## config.mk

```make
export PLATFORM = sky130hd
export DESIGN_NAME = refresh_counter_core
export DESIGN_NICKNAME = d
export VERILOG_FILES = /design/src/hdl/ca_sampler.v /design/src/hdl/refresh_counter_core.v
export VERILOG_INCLUDE_DIRS = /design/src /design/src/hdl
export SDC_FILE = /design/constraint.sdc
export NUM_CORES = 1
export LEC_CHECK = 0
export ABC_CLOCK_PERIOD_IN_PS = 7700
export BUFFER_PORTS_ARGS = -buffer_cell sky130_fd_sc_hd__buf_2
export CAP_MARGIN = 20
export CORE_ASPECT_RATIO = 1.1
export CORE_MARGIN = 5
export CORE_UTILIZATION = 55
export DETAILED_ROUTE_END_ITERATION = 7
export GPL_TIMING_DRIVEN = 0
export PLACE_DENSITY = 0.77
export SETUP_SLACK_MARGIN = 0.1
export SYNTH_ARGS = -nofsm -noshare
export SYNTH_HDL_FRONTEND = slang
export SYNTH_SLANG_ARGS = --single-unit
```

## constraint.sdc

```tcl
create_clock -name CLK_SYS -period 7.7 [get_ports CLK_SYS]
set_input_delay 0.385 -clock CLK_SYS [delete_from_list [all_inputs] [get_ports CLK_SYS]]
set_output_delay 0.385 -clock CLK_SYS [all_outputs]
set_load 0.01 [all_outputs]
```

## src/hdl/refresh_ctl_regs.vh

```
`ifndef REFRESH_CTL_REGS_VH
`define REFRESH_CTL_REGS_VH

// ==========================================================
// Register offsets (byte addresses)
`define REG_CTRL        8'h00
`define REG_STATUS      8'h04
`define REG_ROW         8'h08
`define REG_DONE_MASK   8'h0c
`define REG_TIMING      8'h10
`define REG_MODE        8'h14
`define REG_COUNTS      8'h18

// ==========================================================
// Control register fields
`define CTRL_EXIT_SR_BIT    0
`define CTRL_CLR_CNT_BIT    1

// ==========================================================
// Mode register fields
`define MODE_RPST_BIT       7
`define MODE_WPRE_BIT       2

// ==========================================================
// Reset values
`define TIMING_RESET        32'h0000_0000
`define MODE_RESET          8'h00
`define ROW_RESET           16'h0000

// ==========================================================
// Command encodings on CA[5:0], first edge (CA3 high, CA0-2 and CA4 low, CA5 selects all-bank)
`define CA_REFRESH_MASK     5'h1f
`define CA_REFRESH_CODE     5'h08
`define CA_ALL_BANK_BIT     5

// ==========================================================
// Bus answer codes
`define RESP_OKAY           2'b00
`define RESP_SLVERR         2'b10

`endif

```

## src/hdl/ca_sampler.v

```verilog
`timescale 1ns/1ps
`default_nettype none

// ==========================================================
// Link clock edge finder and command/address capture
module ca_sampler #(
    parameter CA_W = 6
) (
    input  wire            clk,        // System clock
    input  wire            rst_n,      // Synchronised reset
    input  wire            ck_pin,     // Link clock from controller
    input  wire            cs_pin,     // Chip select
    input  wire [CA_W-1:0] ca_pin,     // Command/address bus
    output reg             edge_seen,  // Pulse per rising link edge
    output reg             cs_at_edge, // Chip select at that edge
    output reg  [CA_W-1:0] ca_at_edge  // CA bus at that edge
);

    reg [1:0]      ck_sync;
    reg [1:0]      cs_sync;
    reg [CA_W-1:0] ca_meta;
    reg [CA_W-1:0] ca_sync;
    reg            ck_last;

    // Data passes the same two stages as the clock so they stay aligned
    always @(posedge clk or negedge rst_n) begin
        if (!rst_n) begin
            ck_sync    <= 2'b00;
            cs_sync    <= 2'b00;
            ca_meta    <= {CA_W{1'b0}};
            ca_sync    <= {CA_W{1'b0}};
            ck_last    <= 1'b0;
            edge_seen  <= 1'b0;
            cs_at_edge <= 1'b0;
            ca_at_edge <= {CA_W{1'b0}};
        end else begin
            ck_sync    <= {ck_sync[0], ck_pin};
            cs_sync    <= {cs_sync[0], cs_pin};
            ca_meta    <= ca_pin;
            ca_sync    <= ca_meta;
            ck_last    <= ck_sync[1];
            edge_seen  <= ck_sync[1] & ~ck_last;
            cs_at_edge <= cs_sync[1];
            ca_at_edge <= ca_sync;
        end
    end

endmodule // ca_sampler

`default_nettype wire

```

## src/hdl/refresh_counter_core.v

```verilog
`timescale 1ns/1ps
`default_nettype none
`include "refresh_ctl_regs.vh"

// Operation
// - Refresh decoded at first edge: CS high, CA0-2 low, CA3 high, CA4 low.
// - CA5 low at first edge means per-bank, high means all-bank.
// - Per-bank target bank taken from CA0..CA2 at the second edge.
// - Set of eight counts from first per-bank refresh after synchronisation.
// - Bank count clears on reset and on self-refresh exit, unless a per-bank refresh lands in that cycle.
// - All-bank refresh clears bank count and refreshes all banks at current row.
// - Any refresh after an all-bank refresh uses an incremented row.
// - Per-bank increments bank count 7 to 0; full set advances row.

module refresh_counter_core #(
    parameter BANKS = 8,
    parameter ROW_W = 16
) (
    input  wire        CLK_SYS,       // 200 MHz system clock
    input  wire        RST_N,         // Active-low async reset
    input  wire        CK_LINK,       // Link clock from controller
    input  wire        CS,            // Chip select pin
    input  wire [5:0]  CA,            // Command/address pins
    input  wire        AWVALID,       // AXI write address valid
    output wire        AWREADY,       // AXI write address ready
    input  wire [7:0]  AWADDR,        // AXI write address
    input  wire        WVALID,        // AXI write data valid
    output wire        WREADY,        // AXI write data ready
    input  wire [31:0] WDATA,         // AXI write data
    input  wire [3:0]  WSTRB,         // AXI byte strobes
    output reg         BVALID,        // AXI write response valid
    input  wire        BREADY,        // AXI write response ready
    output reg  [1:0]  BRESP,         // AXI write response
    input  wire        ARVALID,       // AXI read address valid
    output wire        ARREADY,       // AXI read address ready
    input  wire [7:0]  ARADDR,        // AXI read address
    output reg         RVALID,        // AXI read data valid
    input  wire        RREADY,        // AXI read data ready
    output reg  [31:0] RDATA,         // AXI read data
    output reg  [1:0]  RRESP,         // AXI read response
    output reg         REFRESH_PULSE, // One pulse per refresh performed
    output reg  [7:0]  REFRESH_BANKS, // Banks refreshed by that pulse
    output reg  [15:0] REFRESH_ROW    // Row used by that pulse
);

    // ==========================================================
    // Reset release
    reg [1:0] rst_pipe;
    wire      rst_n = rst_pipe[1];

    always @(posedge CLK_SYS or negedge RST_N) begin
        if (!RST_N) begin
            rst_pipe <= 2'b00;
        end else begin
            rst_pipe <= {rst_pipe[0], 1'b1};
        end
    end

    // ==========================================================
    // Link sampling
    wire       edge_seen;
    wire       cs_at_edge;
    wire [5:0] ca_at_edge;

    ca_sampler #(
        .CA_W (6)
    ) u_sampler (
        .clk        (CLK_SYS),
        .rst_n      (rst_n),
        .ck_pin     (CK_LINK),
        .cs_pin     (CS),
        .ca_pin     (CA),
        .edge_seen  (edge_seen),
        .cs_at_edge (cs_at_edge),
        .ca_at_edge (ca_at_edge)
    );

    function is_refresh;
        input       cs_v;
        input [5:0] ca_v;
        begin
            is_refresh = cs_v &&
                ((ca_v[4:0] & `CA_REFRESH_MASK) == `CA_REFRESH_CODE);
        end
    endfunction

    // ==========================================================
    // Registers
    reg [31:0]      timing_cfg;
    reg [7:0]       mode_cfg;
    reg [2:0]       bank_count;
    reg [ROW_W-1:0] row_count;
    reg             row_bump;
    reg [BANKS-1:0] done_mask;
    reg [15:0]      pb_total;
    reg [15:0]      ab_total;
    reg             sr_exit_req;

    // ==========================================================
    // Command decode state
    localparam ST_IDLE   = 1'b0;
    localparam ST_SECOND = 1'b1;

    reg state;

    wire first_hit = edge_seen && state == ST_IDLE && is_refresh(cs_at_edge, ca_at_edge);
    wire all_bank  = first_hit && ca_at_edge[`CA_ALL_BANK_BIT];
    wire per_bank  = edge_seen && state == ST_SECOND;
    wire [2:0] target_bank = ca_at_edge[2:0];

    // Row used by the current refresh, including a pending increment
    wire [ROW_W-1:0] row_now = row_bump ? row_count + 1'b1 : row_count;

    always @(posedge CLK_SYS or negedge rst_n) begin
        if (!rst_n) begin
            state <= ST_IDLE;
        end else begin
            case (state)
                ST_IDLE: begin
                    if (first_hit && !ca_at_edge[`CA_ALL_BANK_BIT]) begin
                        state <= ST_SECOND;
                    end
                end
                ST_SECOND: begin
                    if (edge_seen) begin
                        state <= ST_IDLE;
                    end
                end
                default: state <= ST_IDLE;
            endcase
        end
    end

    // ==========================================================
    // Bank and row counters
    always @(posedge CLK_SYS or negedge rst_n) begin
        if (!rst_n) begin
            bank_count    <= 3'h0;
            row_count     <= {ROW_W{1'b0}};
            row_bump      <= 1'b0;
            done_mask     <= {BANKS{1'b0}};
            pb_total      <= 16'h0000;
            ab_total      <= 16'h0000;
            REFRESH_PULSE <= 1'b0;
            REFRESH_BANKS <= 8'h00;
            REFRESH_ROW   <= 16'h0000;
        end else begin
            REFRESH_PULSE <= 1'b0;
            if (all_bank) begin
                // Row stays after a partial set; next refresh advances it
                REFRESH_PULSE <= 1'b1;
                REFRESH_BANKS <= 8'hff;
                REFRESH_ROW   <= row_now[15:0];
                row_count     <= row_now;
                row_bump      <= 1'b1;
                bank_count    <= 3'h0;
                done_mask     <= {BANKS{1'b0}};
                ab_total      <= ab_total + 16'h0001;
            end else if (per_bank) begin
                REFRESH_PULSE <= 1'b1;
                REFRESH_BANKS <= 8'h01 << target_bank;
                REFRESH_ROW   <= row_now[15:0];
                pb_total      <= pb_total + 16'h0001;
                row_bump      <= 1'b0;
                bank_count    <= bank_count + 3'h1;
                if (bank_count == 3'h7) begin
                    // Set complete: following set uses the next row
                    row_count <= row_now + 1'b1;
                    done_mask <= {BANKS{1'b0}};
                end else begin
                    row_count <= row_now;
                    done_mask <= done_mask | (8'h01 << target_bank);
                end
            end else if (sr_exit_req) begin
                bank_count <= 3'h0;
                done_mask  <= {BANKS{1'b0}};
            end
        end
    end

    // ==========================================================
    // AXI4-Lite slave: address and data taken in either order
    reg        aw_held;
    reg [7:0]  aw_addr;
    reg        w_held;
    reg [31:0] w_data;
    reg [3:0]  w_strb;

    assign AWREADY = !aw_held && !BVALID;
    assign WREADY  = !w_held && !BVALID;
    assign ARREADY = !RVALID;

    wire do_write = aw_held && w_held && !BVALID;

    function [31:0] merge;
        input [31:0] old_v;
        input [31:0] new_v;
        input [3:0]  strb;
        integer i;
        begin
            merge = old_v;
            for (i = 0; i < 4; i = i + 1) begin
                if (strb[i]) begin
                    merge[i*8 +: 8] = new_v[i*8 +: 8];
                end
            end
        end
    endfunction

    wire [31:0] mode_wide = merge({24'h000000, mode_cfg}, w_data, w_strb);

    always @(posedge CLK_SYS or negedge rst_n) begin
        if (!rst_n) begin
            aw_held     <= 1'b0;
            aw_addr     <= 8'h00;
            w_held      <= 1'b0;
            w_data      <= 32'h0000_0000;
            w_strb      <= 4'h0;
            BVALID      <= 1'b0;
            BRESP       <= `RESP_OKAY;
            timing_cfg  <= `TIMING_RESET;
            mode_cfg    <= `MODE_RESET;
            sr_exit_req <= 1'b0;
        end else begin
            sr_exit_req <= 1'b0;
            if (AWVALID && AWREADY) begin
                aw_held <= 1'b1;
                aw_addr <= AWADDR;
            end
            if (WVALID && WREADY) begin
                w_held <= 1'b1;
                w_data <= WDATA;
                w_strb <= WSTRB;
            end
            if (do_write) begin
                aw_held <= 1'b0;
                w_held  <= 1'b0;
                BVALID  <= 1'b1;
                BRESP   <= `RESP_OKAY;
                case (aw_addr)
                    `REG_CTRL: begin
                        // Self-refresh exit or software resync of bank count
                        if (w_strb[0] && (w_data[`CTRL_EXIT_SR_BIT] ||
                                          w_data[`CTRL_CLR_CNT_BIT])) begin
                            sr_exit_req <= 1'b1;
                        end
                    end
                    `REG_TIMING: timing_cfg <= merge(timing_cfg, w_data, w_strb);
                    `REG_MODE:   mode_cfg   <= mode_wide[7:0];
                    `REG_STATUS, `REG_ROW, `REG_DONE_MASK, `REG_COUNTS: begin
                        BRESP <= `RESP_OKAY;
                    end
                    default: BRESP <= `RESP_SLVERR;
                endcase
            end else if (BVALID && BREADY) begin
                BVALID <= 1'b0;
            end
        end
    end

    // ==========================================================
    // Read path, answer one cycle after the address is taken
    always @(posedge CLK_SYS or negedge rst_n) begin
        if (!rst_n) begin
            RVALID <= 1'b0;
            RDATA  <= 32'h0000_0000;
            RRESP  <= `RESP_OKAY;
        end else begin
            if (ARVALID && ARREADY) begin
                RVALID <= 1'b1;
                RRESP  <= `RESP_OKAY;
                case (ARADDR)
                    `REG_CTRL:      RDATA <= 32'h0000_0000;
                    `REG_STATUS:    RDATA <= {27'h0, row_bump, state, bank_count};
                    `REG_ROW:       RDATA <= {{(32-ROW_W){1'b0}}, row_count};
                    `REG_DONE_MASK: RDATA <= {24'h000000, done_mask};
                    `REG_TIMING:    RDATA <= timing_cfg;
                    `REG_MODE:      RDATA <= {24'h000000, mode_cfg};
                    `REG_COUNTS:    RDATA <= {ab_total, pb_total};
                    default: begin
                        RDATA <= 32'h0000_0000;
                        RRESP <= `RESP_SLVERR;
                    end
                endcase
            end else if (RVALID && RREADY) begin
                RVALID <= 1'b0;
            end
        end
    end

endmodule // refresh_counter_core

`default_nettype wire

```

==> impl_table.tex, run 1 <==
\begin{tabular}{lr}
\hline
Metric & Value \\
\hline
\multicolumn{2}{l}{\textbf{Run status}} \\
\quad Run status & completed \\
\multicolumn{2}{l}{\textbf{Die}} \\
\quad Site Rows & 52 \\
\quad Ports & 133 \\
\quad Area of the core & 18400 sq um \\
\quad Die area & roughly 21000 sq um \\
\quad Die height & 153 um \\
\quad Die width & 140 um \\
\quad Effective utilization at floorplan & 0.557 \\
\multicolumn{2}{l}{\textbf{GRT}} \\
\quad Met2 demand-to-capacity share in global routing & 0.354 \\
\quad Remaining global-route overflow & 0 \\
\quad Number of global-route vias before repair & 7536 \\
\quad Routing usage on met3 & 0.0459 \\
\quad Global-route wire length before repair & between 30 and 40 mm \\
\quad Total routing resource utilization after global routing & 0.221 \\
\quad Number of antenna violations at the first check in global routing & 1 \\
\quad Global-route met1 utilization & 0.308 \\
\quad Largest net degree at the start of global routing & 64 \\
\quad Layer carrying the most global-route usage & met2 \\
\multicolumn{2}{l}{\textbf{CTS}} \\
\quad Clk Latency, worst-skew pair & 0.53 ns \\
\quad Longest Clk Path Bufs & 3 \\
\quad Clock-pin transition on the worst setup and hold timing paths & 0.06 ns \\
\quad Clock tree from TritonCTS & done \\
\quad Gates resized, CTS repair & 0 \\
\quad Number of buffers created by CTS & 25 \\
\quad Number of clock sinks seen by CTS & 236 \\
\quad Post-CTS Setup Bufs & 0 \\
\quad H-tree Lvls & 1 \\
\quad Root buffer cell & sky130\_fd\_sc\_hd\_\_clkbuf\_16 \\
\quad Post-cts hold buffer count & 9 \\
\multicolumn{2}{l}{\textbf{Hold path}} \\
\quad Worst hold path cell count & 2 \\
\quad Tightest Hold Check Type & input port to register \\
\multicolumn{2}{l}{\textbf{Worst setup path}} \\
\quad Reg2Reg Depth & 9 \\
\quad Category of the most critical setup path & register to register \\
\quad Highest fanout seen on the critical path & 10 \\
\quad Slack of the worst reg-to-reg path & 4.92 ns \\
\quad Data arrival time of the critical path & 3.25 ns \\
\quad Crit end category & register \\
\quad Startpoint type of the worst setup path & register \\
\quad Required time worst endpoint & 8.17 ns \\
\multicolumn{2}{l}{\textbf{Logic synthesis}} \\
\quad Synthesized cell area & 10300 sq um \\
\quad Largest area contributor in the synthesized netlist & sky130\_fd\_sc\_hd\_\_dfrtp\_1 \\
\quad Unique cell type count in the Yosys netlist & 82 \\
\quad Leading cell type by number of instances after synthesis & sky130\_fd\_sc\_hd\_\_dfrtp\_1 \\
\quad Post-synthesis instance total & 859 \\
\quad Largest cells by area after synthesis & sky130\_fd\_sc\_hd\_\_dfrtp\_1, sky130\_fd\_sc\_hd\_\_mux2\_2, sky130\_fd\_sc\_hd\_\_xnor2\_1 \\
\quad Count of flip-flops with a built-in enable after synthesis & 0 \\
\quad Number of synthesized register bits & 236 \\
\quad Ys Warns & 0 \\
\quad Proportion of netlist area held by the largest area contributor & 0.575 \\
\quad Synthesized area per cell & 11.9 sq um \\
\quad Share of synthesized registers carrying an async set or reset & 1.00 \\
\quad Most frequent cells after synthesis & sky130\_fd\_sc\_hd\_\_dfrtp\_1, sky130\_fd\_sc\_hd\_\_mux2\_2, sky130\_fd\_sc\_hd\_\_nand2\_1, sky130\_fd\_sc\_hd\_\_nor2\_1, sky130\_fd\_sc\_hd\_\_xnor2\_1 \\
\quad Most frequently used flop master after synthesis & sky130\_fd\_sc\_hd\_\_dfrtp\_1 \\
\quad Seq/Total Area, Yosys & 0.575 \\
\multicolumn{2}{l}{\textbf{Detailed routing}} \\
\quad Iteration-0 DRC Markers & 541 \\
\quad DRC violation count after routing & 0 \\
\quad Drt via density & 5.73 \\
\quad Total wire length after detailed routing & $\sim$24 mm \\
\quad Antenna Violating Nets Remaining & 0 \\
\quad Detailed-routing iteration count for the pre-antenna-repair pass & 6 \\
\quad DR vias & 7348 \\
\quad DR WL/cell & 18.4 um \\
\multicolumn{2}{l}{\textbf{Timing}} \\
\quad Fraction of the cycle the final worst path needs & 0.362 \\
\quad Setup slack after layout & around 4.9 ns \\
\quad Setup-violating endpoint count in the final report & 0 \\
\quad Time the final worst path needs with I/O delays and setup & 2.78 ns \\
\quad Clk\_skew & 0.0143 ns \\
\quad Relative max-transition margin & 0.533 \\
\quad Peak clock frequency supported by timing & between 300 and 400 MHz \\
\quad Slew Viols, Final & 0 \\
\quad Least-Margin Pin Slew & 0.694 ns \\
\quad Fin. Hold Viols & 0 \\
\quad Setup repair after global routing missed its margin & no \\
\multicolumn{2}{l}{\textbf{Cells and area}} \\
\quad Nets & around 1100 \\
\quad Count of antenna diodes in the layout & 0 \\
\quad Cell Count, Final, Fillers Out & 1283 \\
\quad Fraction of final layout cells sized beyond drive strength 1 & 0.296 \\
\quad Area grow syn2layout & 18.9\% \\
\multicolumn{2}{l}{\textbf{Placed design}} \\
\quad DP Wirelength & 17.1 mm \\
\quad Pre-CTS WS & about 5.0 ns \\
\quad \# port buffers & about 130 \\
\quad Cell Count Post-Placement & 1236 \\
\quad Gpl congestion & 0.893 \\
\multicolumn{2}{l}{\textbf{Pwr}} \\
\quad Max rail drop VDD & 0.208 mV \\
\quad Leakage Power & 5.71 nW \\
\quad PD cells & 257 nW/um\^{}2 \\
\multicolumn{2}{l}{\textbf{Run}} \\
\quad MaxCap Viol Count & 0 \\
\hline
\end{tabular}
## sequential cells by signal, summed over array words and instances, names as in the netlist, 8 cells and up
signal,count
pb_total,16
aw_addr,8
done_mask,8
timing_cfg,32
ab_total,16
mode_cfg,8
row_count,16
REFRESH_BANKS,8
w_data,32
REFRESH_ROW,16
RDATA,32
## per-stage QoR
step                hold WS, ns  utilization  total power [mW]  instance area [sq um]  setup TNS (ns)
floorplan                0.0894            -              1.82                  10300               0
global placement          0.171        0.609              1.94                  11200         -409.11
detailed placement        0.173        0.615              1.97                  11300               0
CTS                      0.0238        0.663              3.16                  12200               0
global route             0.0469        0.663              3.28                  12200               0
finish                   0.0451        0.663              3.13                  12200               0
## worst paths after layout
check,from,endpoint
max,row_bump$_DFFE_PN0P_,row_count[12]$_DFFE_PN0P_
max reg2reg,row_bump$_DFFE_PN0P_,row_count[12]$_DFFE_PN0P_
min,BREADY,BVALID$_DFFE_PN0P_
max in group asynchronous,rst_pipe[1]$_DFF_PN0_,w_data[18]$_DFFE_PN0P_
min in group asynchronous,RST_N,rst_pipe[0]$_DFF_PN0_
min reg2reg,rst_pipe[1]$_DFF_PN0_,u_sampler.ca_meta[2]$_DFF_PN0_
## cell type report
cell class | count | area (sq um)
fillers | 1438 | 6210
flip-flops and latches | 236 | 5910
multi-input cells | 567 | 4070
repair buffers | 142 | 838
clock buffers | 33 | 686
well taps | 243 | 304
plain buffers | 48 | 260
clock inverters | 5 | 104
inverters | 9 | 33.8
## report_power, final
group | leakage, nW | internal (mW) | switching, mW
clock network | 0.386 | 0.717 | 0.464
registers | 3.11 | 1.42 | 0.125
logic | 2.22 | 0.221 | 0.183
## layer usage
| metal | routed length (um) | up-vias |
|---|---|---|
| li1 | - | 3416 |
| met1 | 10300 | 3665 |
| met2 | 11400 | 218 |
| met3 | 1360 | 47 |
| met4 | 576 | 2 |
| met5 | 12 | - |
## layout by cell type, fill, tap and decap left out, drive strengths merged, types with 13 or more instances in the layout
cell	instances
dfrtp	236
buf	153
mux2	93
nand2	88
clkbuf	61
o21ai	53
nor2	46
xnor2	40
a21oi	19
nand4	19
nand3	19
a22oi	17
nor3	17
xor2	14
a222oi	13
## worst max-delay path, cell delays in order (launching register included)
cell and delay [ns]:
sky130_fd_sc_hd__dfrtp_1 0.39, sky130_fd_sc_hd__clkbuf_8 0.18, sky130_fd_sc_hd__buf_2 0.25, sky130_fd_sc_hd__xor2_1 0.24, sky130_fd_sc_hd__ha_1 0.19, sky130_fd_sc_hd__nand2_1 0.09, sky130_fd_sc_hd__a41oi_1 0.27, sky130_fd_sc_hd__o221ai_1 0.20
sky130_fd_sc_hd__a2111oi_0 0.62, sky130_fd_sc_hd__o221a_2 0.30
## logic make-up after synthesis
logic type	Yosys count	share of synthesized area
simple gates	248	0.126
flops	236	0.575
compound gates	156	0.107
mux	100	0.109
buf+inv	57	0.0286
xor+xnor	54	0.0468
fa+ha+maj	6	0.00731
other cells	2	0.000732
Power figures use the tool's default switching activity.
==> run 2: changes to the inputs <==
- ABC_CLOCK_PERIOD_IN_PS: 7700 -> 2350
- CORE_UTILIZATION: 55 -> 52
- clock period: 7.7 -> 2.35 ns (I/O delays scaled with it)
==> impl_table.tex, run 2 (synthesized netlist as in run 1, its figures left out) <==
\begin{tabular}{lr}
\hline
Metric & Value \\
\hline
\multicolumn{2}{l}{\textbf{CTS}} \\
\quad Root buffer cell & sky130\_fd\_sc\_hd\_\_clkbuf\_16 \\
\quad Number of clock sinks seen by CTS & 236 (unchanged) \\
\quad Clock tree from TritonCTS & done \\
\quad Longest Clk Path Bufs & 3 (unchanged) \\
\quad Number of buffers created by CTS & 24 (-4.0\%) \\
\quad H-tree Lvls & 1 (unchanged) \\
\quad Clock-pin transition on the worst setup and hold timing paths & 0.06 ns (about the same) \\
\quad Clk Latency, worst-skew pair & 0.52 ns (about the same) \\
\multicolumn{2}{l}{\textbf{Die}} \\
\quad Die height & 157 um (+2.7\%) \\
\quad Site Rows & 54 (+3.8\%) \\
\quad Effective utilization at floorplan & 0.522 (-0.0354) \\
\quad Die area & 22700 sq um (+5.4\%) \\
\quad Die width & 144 um (+2.6\%) \\
\quad Area of the core & 19700 sq um (+6.8\%) \\
\quad Ports & 133 (unchanged) \\
\multicolumn{2}{l}{\textbf{Detailed routing}} \\
\quad DR vias & 7562 (+2.9\%) \\
\quad Drt via density & 5.54 (-3.2\%) \\
\quad Iteration-0 DRC Markers & 715 (+32\%) \\
\quad Detailed-routing iteration count for the pre-antenna-repair pass & 6 (unchanged) \\
\quad DRC violation count after routing & 0 (unchanged) \\
\quad Antenna Violating Nets Remaining & 0 (unchanged) \\
\quad DR WL/cell & 18.4 um (about the same) \\
\quad Total wire length after detailed routing & 25.1 mm (+6.3\%) \\
\multicolumn{2}{l}{\textbf{Pwr}} \\
\quad Total power after layout & 10.3 mW (+230\%) \\
\quad PD cells & 786 nW/um\^{}2 (+210\%) \\
\quad Proportion of total power due to net switching & 0.254 (+0.00772) \\
\quad Cell internal pwr & 7.68 mW (+230\%) \\
\quad Leakage Power & 6.13 nW (+7.3\%) \\
\quad Max rail drop VDD & 0.739 mV (+260\%) \\
\quad Clock network fraction of total power & 0.364 (-0.013) \\
\quad Share of power burned in combinational logic & 0.140 (+0.011) \\
\quad Sequential power share & 0.496 (+0.002) \\
\quad Net switching power & 2.61 mW (+240\%) \\
\multicolumn{2}{l}{\textbf{Worst setup path}} \\
\quad Crit end category & register \\
\quad Required time worst endpoint & 2.74 ns (-5.43 ns) \\
\quad Category of cells accounting for the largest share of critical-path delay & simple AND/OR/NAND/NOR gates \\
\quad Most Frequent Cell on Critical Path & sky130\_fd\_sc\_hd\_\_buf\_4 \\
\quad Number of buffers and inverters on the critical path & 3 (+1) \\
\quad Data arrival time of the critical path & 2.76 ns (-0.49 ns) \\
\quad Slowest CP cell & sky130\_fd\_sc\_hd\_\_dfrtp\_1 \\
\quad Worst setup path startpoint & row\_count[2]\$\_DFFE\_PN0P\_ \\
\quad R2r startpoint & row\_count[2]\$\_DFFE\_PN0P\_ \\
\quad Max stage delay on crit path & 0.39 ns (-0.23 ns) \\
\quad Highest fanout seen on the critical path & 10 (unchanged) \\
\quad Crit-path cells & buf\_6, nand4\_1, buf\_4, o31a\_2, nor2\_4, nor4b\_4, buf\_4, and4\_2, or3\_1 \\
\quad Slack of the worst reg-to-reg path & -0.02 ns (-4.94 ns) \\
\quad Startpoint type of the worst setup path & register \\
\quad Category of the most critical setup path & register to register \\
\multicolumn{2}{l}{\textbf{Run status}} \\
\quad Run status & complete, but fails checks \\
\quad Violations in the final reports & setup timing \\
\multicolumn{2}{l}{\textbf{Cells and area}} \\
\quad Cell Count, Final, Fillers Out & 1364 (+6.3\%) \\
\quad Largest registers & RDATA (32), timing\_cfg (32), w\_data (32) \\
\quad Leading cell types in the layout, fill and taps excluded & sky130\_fd\_sc\_hd\_\_dfrtp\_1, sky130\_fd\_sc\_hd\_\_buf\_2, sky130\_fd\_sc\_hd\_\_mux2\_2, sky130\_fd\_sc\_hd\_\_nand2\_1, sky130\_fd\_sc\_hd\_\_dlygate4sd3\_1 \\
\quad Leading cell type in the layout, fill and taps excluded & sky130\_fd\_sc\_hd\_\_dfrtp\_1 \\
\quad Area grow syn2layout & 27.7\% \\
\quad Multi-input gate area & 4300 sq um (+5.8\%) \\
\quad Nets & 1167 (+5.9\%) \\
\quad Total area of sequential cells & 5910 sq um (about the same) \\
\quad Fraction of final layout cells sized beyond drive strength 1 & 0.338 (+0.0423) \\
\quad Number of fill cells & 1418 (-1.4\%) \\
\multicolumn{2}{l}{\textbf{Timing}} \\
\quad Setup-violating endpoint count in the final report & 1 (+1) \\
\quad Setup slack after layout & -0.0248 ns (-4.94 ns) \\
\quad Fraction of the cycle the final worst path needs & 1.01 (+0.649) \\
\quad Setup TNS & -0.0248 ns (-0.0248 ns) \\
\quad Final worst hold slack & 0.0733 ns (+0.0282 ns) \\
\quad Peak clock frequency supported by timing & 421 MHz (+17\%) \\
\quad Time the final worst path needs with I/O delays and setup & 2.37 ns (-0.409 ns) \\
\quad Least-Margin Pin Slew & 0.727 ns (+0.0331 ns) \\
\quad Fin. Hold Viols & 0 (unchanged) \\
\quad Relative max-transition margin & 0.516 (-0.0178) \\
\quad Setup repair after global routing missed its margin & yes \\
\quad Clk\_skew & 0.0137 ns (-0.000647 ns) \\
\quad Slew Viols, Final & 0 (unchanged) \\
\multicolumn{2}{l}{\textbf{GRT}} \\
\quad Largest net degree at the start of global routing & 72 (+13\%) \\
\quad Total routing resource utilization after global routing & 0.223 (+0.00164) \\
\quad Remaining global-route overflow & 0 (unchanged) \\
\quad Number of global-route vias before repair & 7954 (+5.5\%) \\
\quad Number of antenna violations at the first check in global routing & 1 (unchanged) \\
\quad Global-route wire length before repair & 40.7 mm (+4.2\%) \\
\multicolumn{2}{l}{\textbf{Placed design}} \\
\quad Cell Count Post-Placement & 1244 (+0.65\%) \\
\quad DP Wirelength & 16.7 mm (-2.4\%) \\
\quad \# port buffers & 129 (unchanged) \\
\quad Pre-CTS WS & -0.259 ns (-5.26 ns) \\
\quad Gpl congestion & 0.892 (-0.12\%) \\
\multicolumn{2}{l}{\textbf{Run}} \\
\quad MaxCap Viol Count & 0 (unchanged) \\
\multicolumn{2}{l}{\textbf{Hold path}} \\
\quad Tightest Hold Check Type & input port to register \\
\quad Startpoint of the lowest-slack hold path & ARADDR[6] \\
\hline
\end{tabular}
## run 2: layer usage
metal | vias to the layer above | global-route usage | routed length [um]
met1 | 3681 | 0.298 | 10300
met3 | 51 | 0.0556 | 1870
li1 | 3569 | - | -
met2 | 259 | 0.359 | 12300
met5 | - | 0 | 7
met4 | 2 | 0.0726 | 678
## run 2: final timing paths
kind                                                   to  cells past startpoint
setup / recovery                row_count[15]$_DFFE_PN0P_                      9
hold / removal                       RRESP[1]$_DFFE_PN0P_                      4
setup reg to reg                row_count[15]$_DFFE_PN0P_                      9
hold reg to reg            u_sampler.ca_sync[1]$_DFF_PN0_                      0
max in group asynchronous        row_count[9]$_DFFE_PN0P_                      2
min in group asynchronous  u_sampler.cs_at_edge$_DFF_PN0_                      0
## run 2: final cells by class
cell class,count,share of cell area
plain buffers,48,0.0242
repair buffers,208,0.109
well taps,252,0.0241
inverters,9,0.00258
clock inverters,8,0.00563
multi-input cells,567,0.328
flip-flops and latches,236,0.451
diodes,1,0.000191
clock buffers,35,0.0544
## run 2: power by group through the flow
stage          Sequential, mW  Clock [mW]  Combinational, mW
2_1_floorplan            5.08           0              0.894
3_3_place_gp             5.17           0               1.18
3_5_place_dp             5.14           0               1.31
4_1_cts                  5.08        3.83               1.41
5_1_grt                  5.19        4.01               1.59
6_report                 5.11        3.75               1.44
## run 2: worst min-delay path, cell delays in order
cell	delay (ns)
sky130_fd_sc_hd__buf_2	0.12
sky130_fd_sc_hd__or2_1	0.14
sky130_fd_sc_hd__nor3_1	0.06
sky130_fd_sc_hd__a21oi_1	0.10
## run 2: timing repair
action	in CTS	in global routing
hold buffers	57	0
setup endpoints to repair	82	97
setup buffers	11	8
hold endpoints to repair	57	0
resized for setup	42	50
pin swaps	11	18
## run 2: stage by stage
step	util	area, sq um
6_report	0.667	13100
5_1_grt	0.666	13100
4_1_cts	0.656	12900
3_5_place_dp	0.575	11300
3_3_place_gp	0.571	11200
2_1_floorplan	-	10300
